### src/verilog/io_periph_pkg.sv
package io_periph_pkg;

	// ----------------------------------------------------------------
	// module addresses on the i/o bus
	// ----------------------------------------------------------------
	localparam logic [3:0] ADDR_PORT1  = 4'h1;
	localparam logic [3:0] ADDR_PORT2  = 4'h2;
	localparam logic [3:0] ADDR_SYSCFG = 4'h3;
	localparam logic [3:0] ADDR_PORT4  = 4'h4;
	localparam logic [3:0] ADDR_PORT5  = 4'h5;
	localparam logic [3:0] ADDR_PORT6  = 4'h6;
	localparam logic [3:0] ADDR_T12SP  = 4'h7;
	localparam logic [3:0] ADDR_AUXSW  = 4'h8;
	localparam logic [3:0] ADDR_SERBUF = 4'h9;
	localparam logic [3:0] ADDR_SERSC  = 4'hA;
	localparam logic [3:0] ADDR_T3SP   = 4'hB;
	localparam logic [3:0] ADDR_T3CTL  = 4'hC;
	localparam logic [3:0] ADDR_VMON   = 4'hF;

	// ----------------------------------------------------------------
	// subport slots with special handling
	// ----------------------------------------------------------------
	localparam logic [3:0] SUB_T3_CAPTURE = 4'h4;

	// ----------------------------------------------------------------
	// reset values (undefined bits reset to one)
	// ----------------------------------------------------------------
	localparam logic [3:0] RST_NIB_ONES  = 4'hF;
	localparam logic [3:0] RST_NIB_ZERO  = 4'h0;
	localparam logic [7:0] RST_BYTE_ONES = 8'hFF;
	localparam logic [3:0] READ_FILL     = 4'hF;

	// timer 1/2 bank: slot i occupies bits [8i+7:8i]
	localparam logic [127:0] T12_RESETS   = 128'h0000_0000_000F_0F0F_0000_FF0F_000F_0F00;
	localparam logic [15:0]  T12_BYTEMASK = 16'h0020;
	localparam logic [15:0]  T12_VALID    = 16'h073F;
	// timer 3 bank
	localparam logic [127:0] T3_RESETS    = 128'h0000_0000_0000_0000_0000_FFFF_0000_0F0F;
	localparam logic [15:0]  T3_BYTEMASK  = 16'h0030;
	localparam logic [15:0]  T3_VALID     = 16'h003F;

endpackage

### src/verilog/subport_if.sv
`timescale 1ns/10ps
`default_nettype none

// write channel from the decoder into one subport bank
interface subport_if;
	logic       wr;
	logic       hi;
	logic [3:0] addr;
	logic [3:0] data;

	modport ctrl (output wr, output hi, output addr, output data);
	modport bank (input wr, input hi, input addr, input data);
endinterface // subport_if

`default_nettype wire
### src/verilog/io_peripheral_addressing.sv
// Functional notes
// - decoder reaches up to sixteen modules by the four-bit module address.
// - plain IN or OUT reaches the module's primary register.
// - writing module address to aux switch steers next access to that module to auxiliary.
// - byte registers move as two nibble accesses, low nibble first.
// - complex modules hold sixteen subport registers selected by sub-address.
// - first OUT loads sub-address; next access transfers subport data.
// - module 7 is write-only timer 1/2 subport bank, listed slots.
// - timer 3 slot 4 writes compare 1, reads return capture byte.
// - module B is timer 3 subport bank, slots 0-5 used.
// - module 9 writes transmit byte, reads receive byte; aux control 1.
// - module A primary is serial status/control; aux is control 2.
// - port 1 writes output latches, reads input pins, resets to ones.
// - ports 2,4,5,6 data read pins; aux holds direction/control registers.
// - module C writes timer 3 control, reads timer 3 status.
// - module F writes voltage control, reads status; D and E reserved.
`timescale 1ns/10ps
`default_nettype none

module io_peripheral_addressing (
	input  wire logic         core_clk,
	input  wire logic         rst_n,
	// core i/o bus
	input  wire logic         ioOut,
	input  wire logic         ioIn,
	input  wire logic [3:0]   ioAddr,
	input  wire logic [3:0]   ioWrData,
	output logic [3:0]        ioRdData,
	// port pins (asynchronous)
	input  wire logic [3:0]   port1Pin,
	input  wire logic [3:0]   port2Pin,
	input  wire logic [3:0]   port4Pin,
	input  wire logic [3:0]   port5Pin,
	input  wire logic [3:0]   port6Pin,
	// peripheral state
	input  wire logic [7:0]   serialRxData,
	input  wire logic [3:0]   serialStatus,
	input  wire logic [7:0]   timer3Capture,
	input  wire logic [3:0]   timer3Status,
	input  wire logic [3:0]   voltMonStatus,
	// peripheral controls
	output logic [3:0]        port1Latch,
	output logic              port1Drive,
	output logic [3:0]        port2Latch,
	output logic [3:0]        port2Direction,
	output logic [3:0]        port4Latch,
	output logic [7:0]        port4Control,
	output logic [3:0]        port5Latch,
	output logic [7:0]        port5Control,
	output logic [3:0]        port6Latch,
	output logic [3:0]        port6Control,
	output logic [3:0]        sysConfig,
	output logic [3:0]        clockManagement,
	output logic              watchdogClear,
	output logic [7:0]        serialTxBuffer,
	output logic              serialTxLoad,
	output logic [3:0]        serialControl1,
	output logic [3:0]        serialStatusControl,
	output logic [3:0]        serialControl2,
	output logic [3:0]        timer3Control,
	output logic [3:0]        voltMonControl,
	output logic [127:0]      timer12Regs,
	output logic [127:0]      timer3Regs
);

	// ----------------------------------------------------------------
	// helpers
	// ----------------------------------------------------------------
	function automatic logic [3:0] pickNibble(input logic [7:0] b, input logic hi);
		pickNibble = hi ? b[7:4] : b[3:0];
	endfunction

	function automatic logic [7:0] putNibble(input logic [7:0] b, input logic [3:0] n,
		input logic hi);
		putNibble = hi ? {n, b[3:0]} : {b[7:4], n};
	endfunction

	// ----------------------------------------------------------------
	// pin synchronisers
	// ----------------------------------------------------------------
	logic [19:0] pinMeta;
	logic [19:0] pinSync;

	// two flops before any logic sees the pins
	always_ff @(posedge core_clk or negedge rst_n) begin
		if (!rst_n) begin
			pinMeta <= '0;
			pinSync <= '0;
		end else begin
			pinMeta <= {port6Pin, port5Pin, port4Pin, port2Pin, port1Pin};
			pinSync <= pinMeta;
		end
	end

	// ----------------------------------------------------------------
	// steering state
	// ----------------------------------------------------------------
	logic [3:0] auxSwitch;
	logic       auxArmed;
	logic       nibbleHigh;
	logic       t12Phase;
	logic [3:0] t12SubAddr;
	logic       t3Phase;
	logic [3:0] t3SubAddr;
	logic [7:0] readHold;

	logic       access;
	logic       useAux;
	logic       t12Data;
	logic       t3Data;
	logic       byteTarget;
	logic       complete;

	// decode of the current access
	always_comb begin
		access  = ioOut || ioIn;
		useAux  = auxArmed && (ioAddr == auxSwitch) && (ioAddr != io_periph_pkg::ADDR_AUXSW);
		t12Data = (ioAddr == io_periph_pkg::ADDR_T12SP) && t12Phase;
		t3Data  = (ioAddr == io_periph_pkg::ADDR_T3SP) && t3Phase;
		byteTarget = 1'b0;
		if (useAux) begin
			byteTarget = (ioAddr == io_periph_pkg::ADDR_PORT4) ||
				(ioAddr == io_periph_pkg::ADDR_PORT5);
		end else if (ioAddr == io_periph_pkg::ADDR_SERBUF) begin
			byteTarget = 1'b1;
		end else if (t12Data) begin
			byteTarget = io_periph_pkg::T12_BYTEMASK[t12SubAddr];
		end else if (t3Data) begin
			byteTarget = io_periph_pkg::T3_BYTEMASK[t3SubAddr];
		end
		complete = !byteTarget || nibbleHigh;
	end

	// nibble sequencing of byte-wide locations
	always_ff @(posedge core_clk or negedge rst_n) begin
		if (!rst_n) begin
			nibbleHigh <= 1'b0;
		end else if (access) begin
			nibbleHigh <= byteTarget && !nibbleHigh;
		end
	end

	// aux switch and one-shot auxiliary steering
	always_ff @(posedge core_clk or negedge rst_n) begin
		if (!rst_n) begin
			auxSwitch <= io_periph_pkg::RST_NIB_ONES;
			auxArmed  <= 1'b0;
		end else if (ioOut && ioAddr == io_periph_pkg::ADDR_AUXSW) begin
			auxSwitch <= ioWrData;
			auxArmed  <= 1'b1;
		end else if (access && useAux && complete) begin
			auxArmed  <= 1'b0;
		end
	end

	// subport address phases
	always_ff @(posedge core_clk or negedge rst_n) begin
		if (!rst_n) begin
			t12Phase   <= 1'b0;
			t12SubAddr <= '0;
			t3Phase    <= 1'b0;
			t3SubAddr  <= '0;
		end else begin
			if (ioOut && ioAddr == io_periph_pkg::ADDR_T12SP && !t12Phase) begin
				t12SubAddr <= ioWrData;
				t12Phase   <= 1'b1;
			end else if (access && t12Data && complete) begin
				t12Phase   <= 1'b0;
			end
			if (ioOut && ioAddr == io_periph_pkg::ADDR_T3SP && !t3Phase) begin
				t3SubAddr <= ioWrData;
				t3Phase   <= 1'b1;
			end else if (access && t3Data && complete) begin
				t3Phase   <= 1'b0;
			end
		end
	end

	// ----------------------------------------------------------------
	// subport banks
	// ----------------------------------------------------------------
	subport_if t12Bus ();
	subport_if t3Bus ();

	// write requests into the banks; timer 1/2 is write only
	always_comb begin
		t12Bus.wr   = ioOut && t12Data;
		t12Bus.hi   = nibbleHigh;
		t12Bus.addr = t12SubAddr;
		t12Bus.data = ioWrData;
		t3Bus.wr    = ioOut && t3Data;
		t3Bus.hi    = nibbleHigh;
		t3Bus.addr  = t3SubAddr;
		t3Bus.data  = ioWrData;
	end

	subport_bank #(
		.RESETS   (io_periph_pkg::T12_RESETS),
		.BYTEMASK (io_periph_pkg::T12_BYTEMASK),
		.VALID    (io_periph_pkg::T12_VALID)
	) timer12Bank (
		.core_clk (core_clk),
		.rst_n    (rst_n),
		.sp       (t12Bus),
		.regs     (timer12Regs)
	);

	subport_bank #(
		.RESETS   (io_periph_pkg::T3_RESETS),
		.BYTEMASK (io_periph_pkg::T3_BYTEMASK),
		.VALID    (io_periph_pkg::T3_VALID)
	) timer3Bank (
		.core_clk (core_clk),
		.rst_n    (rst_n),
		.sp       (t3Bus),
		.regs     (timer3Regs)
	);

	// ----------------------------------------------------------------
	// primary and auxiliary register writes
	// ----------------------------------------------------------------
	always_ff @(posedge core_clk or negedge rst_n) begin
		if (!rst_n) begin
			port1Latch          <= io_periph_pkg::RST_NIB_ONES;
			port2Latch          <= io_periph_pkg::RST_NIB_ONES;
			port2Direction      <= io_periph_pkg::RST_NIB_ONES;
			port4Latch          <= io_periph_pkg::RST_NIB_ONES;
			port4Control        <= io_periph_pkg::RST_BYTE_ONES;
			port5Latch          <= io_periph_pkg::RST_NIB_ONES;
			port5Control        <= io_periph_pkg::RST_BYTE_ONES;
			port6Latch          <= io_periph_pkg::RST_NIB_ONES;
			port6Control        <= io_periph_pkg::RST_NIB_ONES;
			sysConfig           <= io_periph_pkg::RST_NIB_ONES;
			clockManagement     <= io_periph_pkg::RST_NIB_ONES;
			serialTxBuffer      <= io_periph_pkg::RST_BYTE_ONES;
			serialControl1      <= io_periph_pkg::RST_NIB_ONES;
			serialStatusControl <= io_periph_pkg::RST_NIB_ONES;
			serialControl2      <= io_periph_pkg::RST_NIB_ONES;
			timer3Control       <= io_periph_pkg::RST_NIB_ZERO;
			voltMonControl      <= io_periph_pkg::RST_NIB_ONES;
		end else if (ioOut) begin
			unique case (ioAddr)
				io_periph_pkg::ADDR_PORT1: begin
					port1Latch <= ioWrData;
				end
				io_periph_pkg::ADDR_PORT2: begin
					if (useAux) port2Direction <= ioWrData;
					else port2Latch <= ioWrData;
				end
				io_periph_pkg::ADDR_SYSCFG: begin
					if (useAux) clockManagement <= ioWrData;
					else sysConfig <= ioWrData;
				end
				io_periph_pkg::ADDR_PORT4: begin
					if (useAux) port4Control <= putNibble(port4Control, ioWrData, nibbleHigh);
					else port4Latch <= ioWrData;
				end
				io_periph_pkg::ADDR_PORT5: begin
					if (useAux) port5Control <= putNibble(port5Control, ioWrData, nibbleHigh);
					else port5Latch <= ioWrData;
				end
				io_periph_pkg::ADDR_PORT6: begin
					if (useAux) port6Control <= ioWrData;
					else port6Latch <= ioWrData;
				end
				io_periph_pkg::ADDR_SERBUF: begin
					if (useAux) serialControl1 <= ioWrData;
					else serialTxBuffer <= putNibble(serialTxBuffer, ioWrData, nibbleHigh);
				end
				io_periph_pkg::ADDR_SERSC: begin
					if (useAux) serialControl2 <= ioWrData;
					else serialStatusControl <= ioWrData;
				end
				io_periph_pkg::ADDR_T3CTL: begin
					timer3Control <= ioWrData;
				end
				io_periph_pkg::ADDR_VMON: begin
					voltMonControl <= ioWrData;
				end
				default: begin
					// subport, aux switch and reserved D/E handled elsewhere or ignored
				end
			endcase
		end
	end

	// ----------------------------------------------------------------
	// side effects: port 1 direction, watchdog clear, transmit load
	// ----------------------------------------------------------------
	always_ff @(posedge core_clk or negedge rst_n) begin
		if (!rst_n) begin
			port1Drive <= 1'b0;
		end else if (access && ioAddr == io_periph_pkg::ADDR_PORT1) begin
			port1Drive <= ioOut;
		end
	end

	// one-cycle strobes toward watchdog and serial transmitter
	always_ff @(posedge core_clk or negedge rst_n) begin
		if (!rst_n) begin
			watchdogClear <= 1'b0;
			serialTxLoad  <= 1'b0;
		end else begin
			watchdogClear <= ioIn && ioAddr == io_periph_pkg::ADDR_SYSCFG && !useAux;
			serialTxLoad  <= ioOut && ioAddr == io_periph_pkg::ADDR_SERBUF && !useAux &&
				nibbleHigh;
		end
	end

	// ----------------------------------------------------------------
	// read path
	// ----------------------------------------------------------------
	always_ff @(posedge core_clk or negedge rst_n) begin
		if (!rst_n) begin
			ioRdData <= io_periph_pkg::READ_FILL;
			readHold <= '0;
		end else if (ioIn) begin
			ioRdData <= io_periph_pkg::READ_FILL;
			unique case (ioAddr)
				io_periph_pkg::ADDR_PORT1: begin
					ioRdData <= pinSync[3:0];
				end
				io_periph_pkg::ADDR_PORT2: begin
					if (!useAux) ioRdData <= pinSync[7:4];
				end
				io_periph_pkg::ADDR_PORT4: begin
					if (!useAux) ioRdData <= pinSync[11:8];
				end
				io_periph_pkg::ADDR_PORT5: begin
					if (!useAux) ioRdData <= pinSync[15:12];
				end
				io_periph_pkg::ADDR_PORT6: begin
					if (!useAux) ioRdData <= pinSync[19:16];
				end
				io_periph_pkg::ADDR_SERBUF: begin
					if (!useAux && !nibbleHigh) begin
						readHold <= serialRxData;
						ioRdData <= serialRxData[3:0];
					end else if (!useAux) begin
						ioRdData <= pickNibble(readHold, 1'b1);
					end
				end
				io_periph_pkg::ADDR_SERSC: begin
					if (!useAux) ioRdData <= serialStatus;
				end
				io_periph_pkg::ADDR_T3SP: begin
					if (t3Data && t3SubAddr == io_periph_pkg::SUB_T3_CAPTURE) begin
						if (!nibbleHigh) begin
							readHold <= timer3Capture;
							ioRdData <= timer3Capture[3:0];
						end else begin
							ioRdData <= pickNibble(readHold, 1'b1);
						end
					end
				end
				io_periph_pkg::ADDR_T3CTL: begin
					ioRdData <= timer3Status;
				end
				io_periph_pkg::ADDR_VMON: begin
					ioRdData <= voltMonStatus;
				end
				default: begin
					// write-only, watchdog-clear and reserved reads return the fill value
				end
			endcase
		end
	end

endmodule // io_peripheral_addressing

`default_nettype wire

### src/verilog/subport_bank.sv
`timescale 1ns/10ps
`default_nettype none

// bank of sixteen byte-wide subport registers behind one module address; only BYTEMASK slots take both nibbles
module subport_bank #(
	parameter logic [127:0] RESETS   = '0,
	parameter logic [15:0]  BYTEMASK = '0,
	parameter logic [15:0]  VALID    = '0
) (
	input  wire logic         core_clk,
	input  wire logic         rst_n,
	subport_if.bank           sp,
	output logic [127:0]      regs
);

	// ----------------------------------------------------------------
	// slot write: byte slots take low then high nibble
	// ----------------------------------------------------------------
	always_ff @(posedge core_clk or negedge rst_n) begin
		if (!rst_n) begin
			regs <= RESETS;
		end else if (sp.wr && VALID[sp.addr]) begin
			if (BYTEMASK[sp.addr] && sp.hi) begin
				regs[{sp.addr, 3'b100} +: 4] <= sp.data;
			end else begin
				regs[{sp.addr, 3'b000} +: 4] <= sp.data;
			end
		end
	end

endmodule // subport_bank

`default_nettype wire

### config.mk
export PLATFORM = sky130hd
export DESIGN_NAME = io_peripheral_addressing
export DESIGN_NICKNAME = d
export VERILOG_FILES = /design/src/verilog/io_periph_pkg.sv /design/src/verilog/subport_if.sv /design/src/verilog/io_peripheral_addressing.sv /design/src/verilog/subport_bank.sv
export SDC_FILE = /design/constraint.sdc
export NUM_CORES = 1
export LEC_CHECK = 0
export BUFFER_PORTS_ARGS = -buffer_cell sky130_fd_sc_hd__buf_2
export CORE_MARGIN = 2
export CORE_UTILIZATION = 53
export CTS_CLUSTER_SIZE = 10
export DETAILED_ROUTE_END_ITERATION = 8
export GPL_TIMING_DRIVEN = 0
export PLACE_DENSITY = 0.8
export SLEW_MARGIN = 20
export SYNTH_ARGS = -nofsm -noshare
export SYNTH_HDL_FRONTEND = slang
export SYNTH_HIERARCHICAL = 1
export SYNTH_SLANG_ARGS = --single-unit
### constraint.sdc
create_clock -name core_clk -period 2.9 [get_ports core_clk]
set_input_delay 0.29 -clock core_clk [delete_from_list [all_inputs] [get_ports core_clk]]
set_output_delay 0.29 -clock core_clk [all_outputs]
set_load 0.03 [all_outputs]
==> impl_results.md <==
- Critical path class: reg -> reg
- Post-DP HPWL: 29300 um
- Largest net degree at the start of global routing: between 100 and 150
- Outcome: finished, final reports clean
- DR vias: 11100
- Req. time, crit path: 3.33 ns
- Hold path startpoint: serialRxData[7]
- CTS Buffer Depth: 3
- Routed WL per cell: 20.4 um
- Reg power frac: 45.8%
- Clock Root Buffer: clkbuf_16
- Initial DRC count: 741
- Worst min path class: in -> reg
- Number of port buffers: 402
- Die Ht: ~180 um
- Synthesized cell area: 15700 um^2
- Post-route clock period utilization: a little over nine tenths
- Post-synth net total: 1247
- RSZ-0062 raised after global routing: no
- Synth unique cells: 71
- R2R Path End: timer12Bank/regs[122]$_DFFE_PN0P_
- Gpl congestion: 0.889
- Area delta synth->final: 26.9%
- Total core area: 29400 um^2
- Post-synth EDFFs: 0
- Leak: 10.2 nW
- Die area: around 31000 um^2
- Internal: between 0.009 and 0.01 W
- Syn avg cell area: 13.4 um^2
- Max Freq: 355 MHz
- Starting Density: ~53%
- Finished Layout Cells: a little over 2000
- Most common cell after layout, fill and taps aside: buf_2
- Worst-Skew Late Latency: 0.55 ns
- Crit path time final: 2.82 ns
- Number of global-route vias before repair: 11400
- Setup violations, final: 0
- Clock power share: 38.1%
- Via/cell ratio: 5.32
- Yosys warnings: 6
- Crit end category: flip-flop
- Setup crit end: timer12Bank/regs[122]$_DFFE_PN0P_
- Switching share of power: 28.4%
- Nets: 1723
- Maximum vdd drop: 0.515 mV
- Row count: 63
- H-tree levels: 2
- CTS tree: yes
- # Max-Cap Violations: 0
- Pwr/cell area: 696 nW/um^2
- Worst path arrival time: 3.24 ns
- Most used DFF post-synth: dfrtp_1
- #FFs+latches synth: 403
- Reg clk slew, reported paths: 0.06 ns
- Comb power frac: between 10% and 20%
- Final Hold Slack: about 0.058 ns
- Die Width: 176 um
- Drt pass-1 iters: 7
- Grt ovf: 0
- Hold Vio Cnt, Final: 0
- FFs w/ async S/R, synth: 100%
- Layout cells sized above 1: 48.2%
- Placed insts: 1970
- CP Max Fanout: 10
- Setup TNS: 0 ns
- First-pass GRT wire length: 64900 um
- Initial antenna violation count: 2
- Crit start category: flip-flop
- I/O pins: 403
- Worst reg2reg path startpoint: t12Bus.addr[0]$_DFFE_PN0P_
- GRT Total Usage: 27.0%
- Final wirelength: 42300 um
- TritonCTS buffer count: 46
- Layout Skew: 0.0280 ns
- Worst slew margin: 44.1%
- Final Max Slew Viols: 0
- TritonCTS Sinks: between 400 and 500
- Worst Reg2Reg Path Length in Cells: 8
- DRT antenna net count: 0
- Net Sw Power: 0.00395 W
- Residual DRC: 0
- Mapped Cells: 1174
- Reg2reg setup slack: 0.08 ns
- Slew at the pin with the worst max-slew slack: 0.836 ns
- Most frequent cells in the layout: buf_2 (412), dfrtp_1 (262), clkbuf_1 (156)
- Post-synthesis sequential area ratio: around 65%
- Crit path launch: t12Bus.addr[0]$_DFFE_PN0P_
==> flip-flops by register name, summed over array words and instances, names as in the netlist, 8 cells and up <==
name	count
timer3Bank/regs	128
timer12Bank/regs	128
pinMeta	20
port5Control	8
serialTxBuffer	8
port4Control	8
pinSync	20
==> metrics by stage <==
step	setup slack, ns	area [um^2]	total power [W]	utilization, %
after global placement	-5.78	18200	0.00851	62.0
after floorplan	0.328	15700	0.00786	-
final	0.0830	20000	0.0139	67.9
after global routing	0.00832	19900	0.0144	67.8
after CTS	0.0272	19900	0.0140	67.8
after detailed placement	-0.426	18300	0.00861	62.4
==> worst max-delay path, cell delays in order, from the launching register on <==
cell	delay, ns
dfrtp_2	0.46
clkbuf_4	0.25
clkinv_2	0.16
ha_1	0.33
ha_1	0.33
nor2b_2	0.26
nor3b_2	0.30
and2_2	0.27
mux2_2	0.36
==> how the worst min path moves through the flow <==
| stage | endpoint | depth (start not counted) | slack, ns |
|---|---|---|---|
| 3_3_place_gp | pinSync[4]$_DFF_PN0_ | 0 | 0.33 |
| 2_1_floorplan | auxArmed$_DFFE_PN0P_ | 0 | -0.006 |
| 3_5_place_dp | timer3Bank/regs[61]$_DFFE_PN0P_ | 1 | 0.22 |
| 4_1_cts | readHold[7]$_DFFE_PN0P_ | 4 | 0.04 |
| 6_report | readHold[7]$_DFFE_PN0P_ | 4 | 0.06 |
| 5_1_grt | readHold[7]$_DFFE_PN0P_ | 4 | 0.08 |
==> synthesized netlist by cell type, types with 13 or more instances <==
master / count / area share [%]
mux2i_1: 17 / 1.1
nor2_1: 35 / 0.84
dfstp_2: 140 / 23
clkbuf_1: 122 / 2.9
ha_1: 13 / 1.0
and2_1: 51 / 2.0
o21ai_0: 34 / 1.1
a21oi_1: 14 / 0.45
and3_1: 20 / 0.80
mux2_1: 20 / 1.4
nand3_1: 32 / 1.0
dfrtp_1: 263 / 42
mux2_2: 154 / 11
inv_1: 19 / 0.45
nand2_1: 91 / 2.2
==> area by class of cell <==
class | count | area [um^2]
fill | 2050 | 9450
clock buffer | 80 | 1280
buffer | 145 | 588
multi-input combinational | 606 | 4810
inverter | 20 | 76.3
sequential | 403 | 10300
timing repair buffer | 428 | 2350
antenna | 2 | 5.00
clock inverter | 4 | 88.8
tap | 390 | 488
==> per-layer routing <==
layer	track usage, %	vias to the layer above	wire length [um]
li1	-	4895	-
met1	33.9	5565	16500
met2	46.1	500	21200
met3	6.22	91	3300
met4	9.47	0	1290
met5	0	-	0
==> power by group through the flow <==
stage / sequential, W / clock [W] / combinational [W]
after floorplan: 0.00682 / 0 / 0.00104
after global placement: 0.00642 / 0 / 0.00209
after detailed placement: 0.00644 / 0 / 0.00218
after CTS: 0.00635 / 0.00538 / 0.00222
after global routing: 0.00639 / 0.00564 / 0.00240
final: 0.00635 / 0.00530 / 0.00224
==> cell families after synthesis <==
logic type,share of synthesized area (%)
simple gates,11.3
mux,14.3
fa+ha+maj,1.03
flops,65.3
buf+inv,4.20
compound gates,3.71
xor+xnor,0.167
==> repair_timing <==
| item | 4_1_cts | 5_1_grt |
|---|---|---|
| hold endpoints to repair | 70 | 0 |
| pin swaps | 0 | 1 |
| setup endpoints to repair | 32 | 24 |
| resized for setup | 3 | 6 |
| buffers inserted | 0 | 1 |
| hold buffers | 21 | 0 |
(Power assumes the default switching activity.)
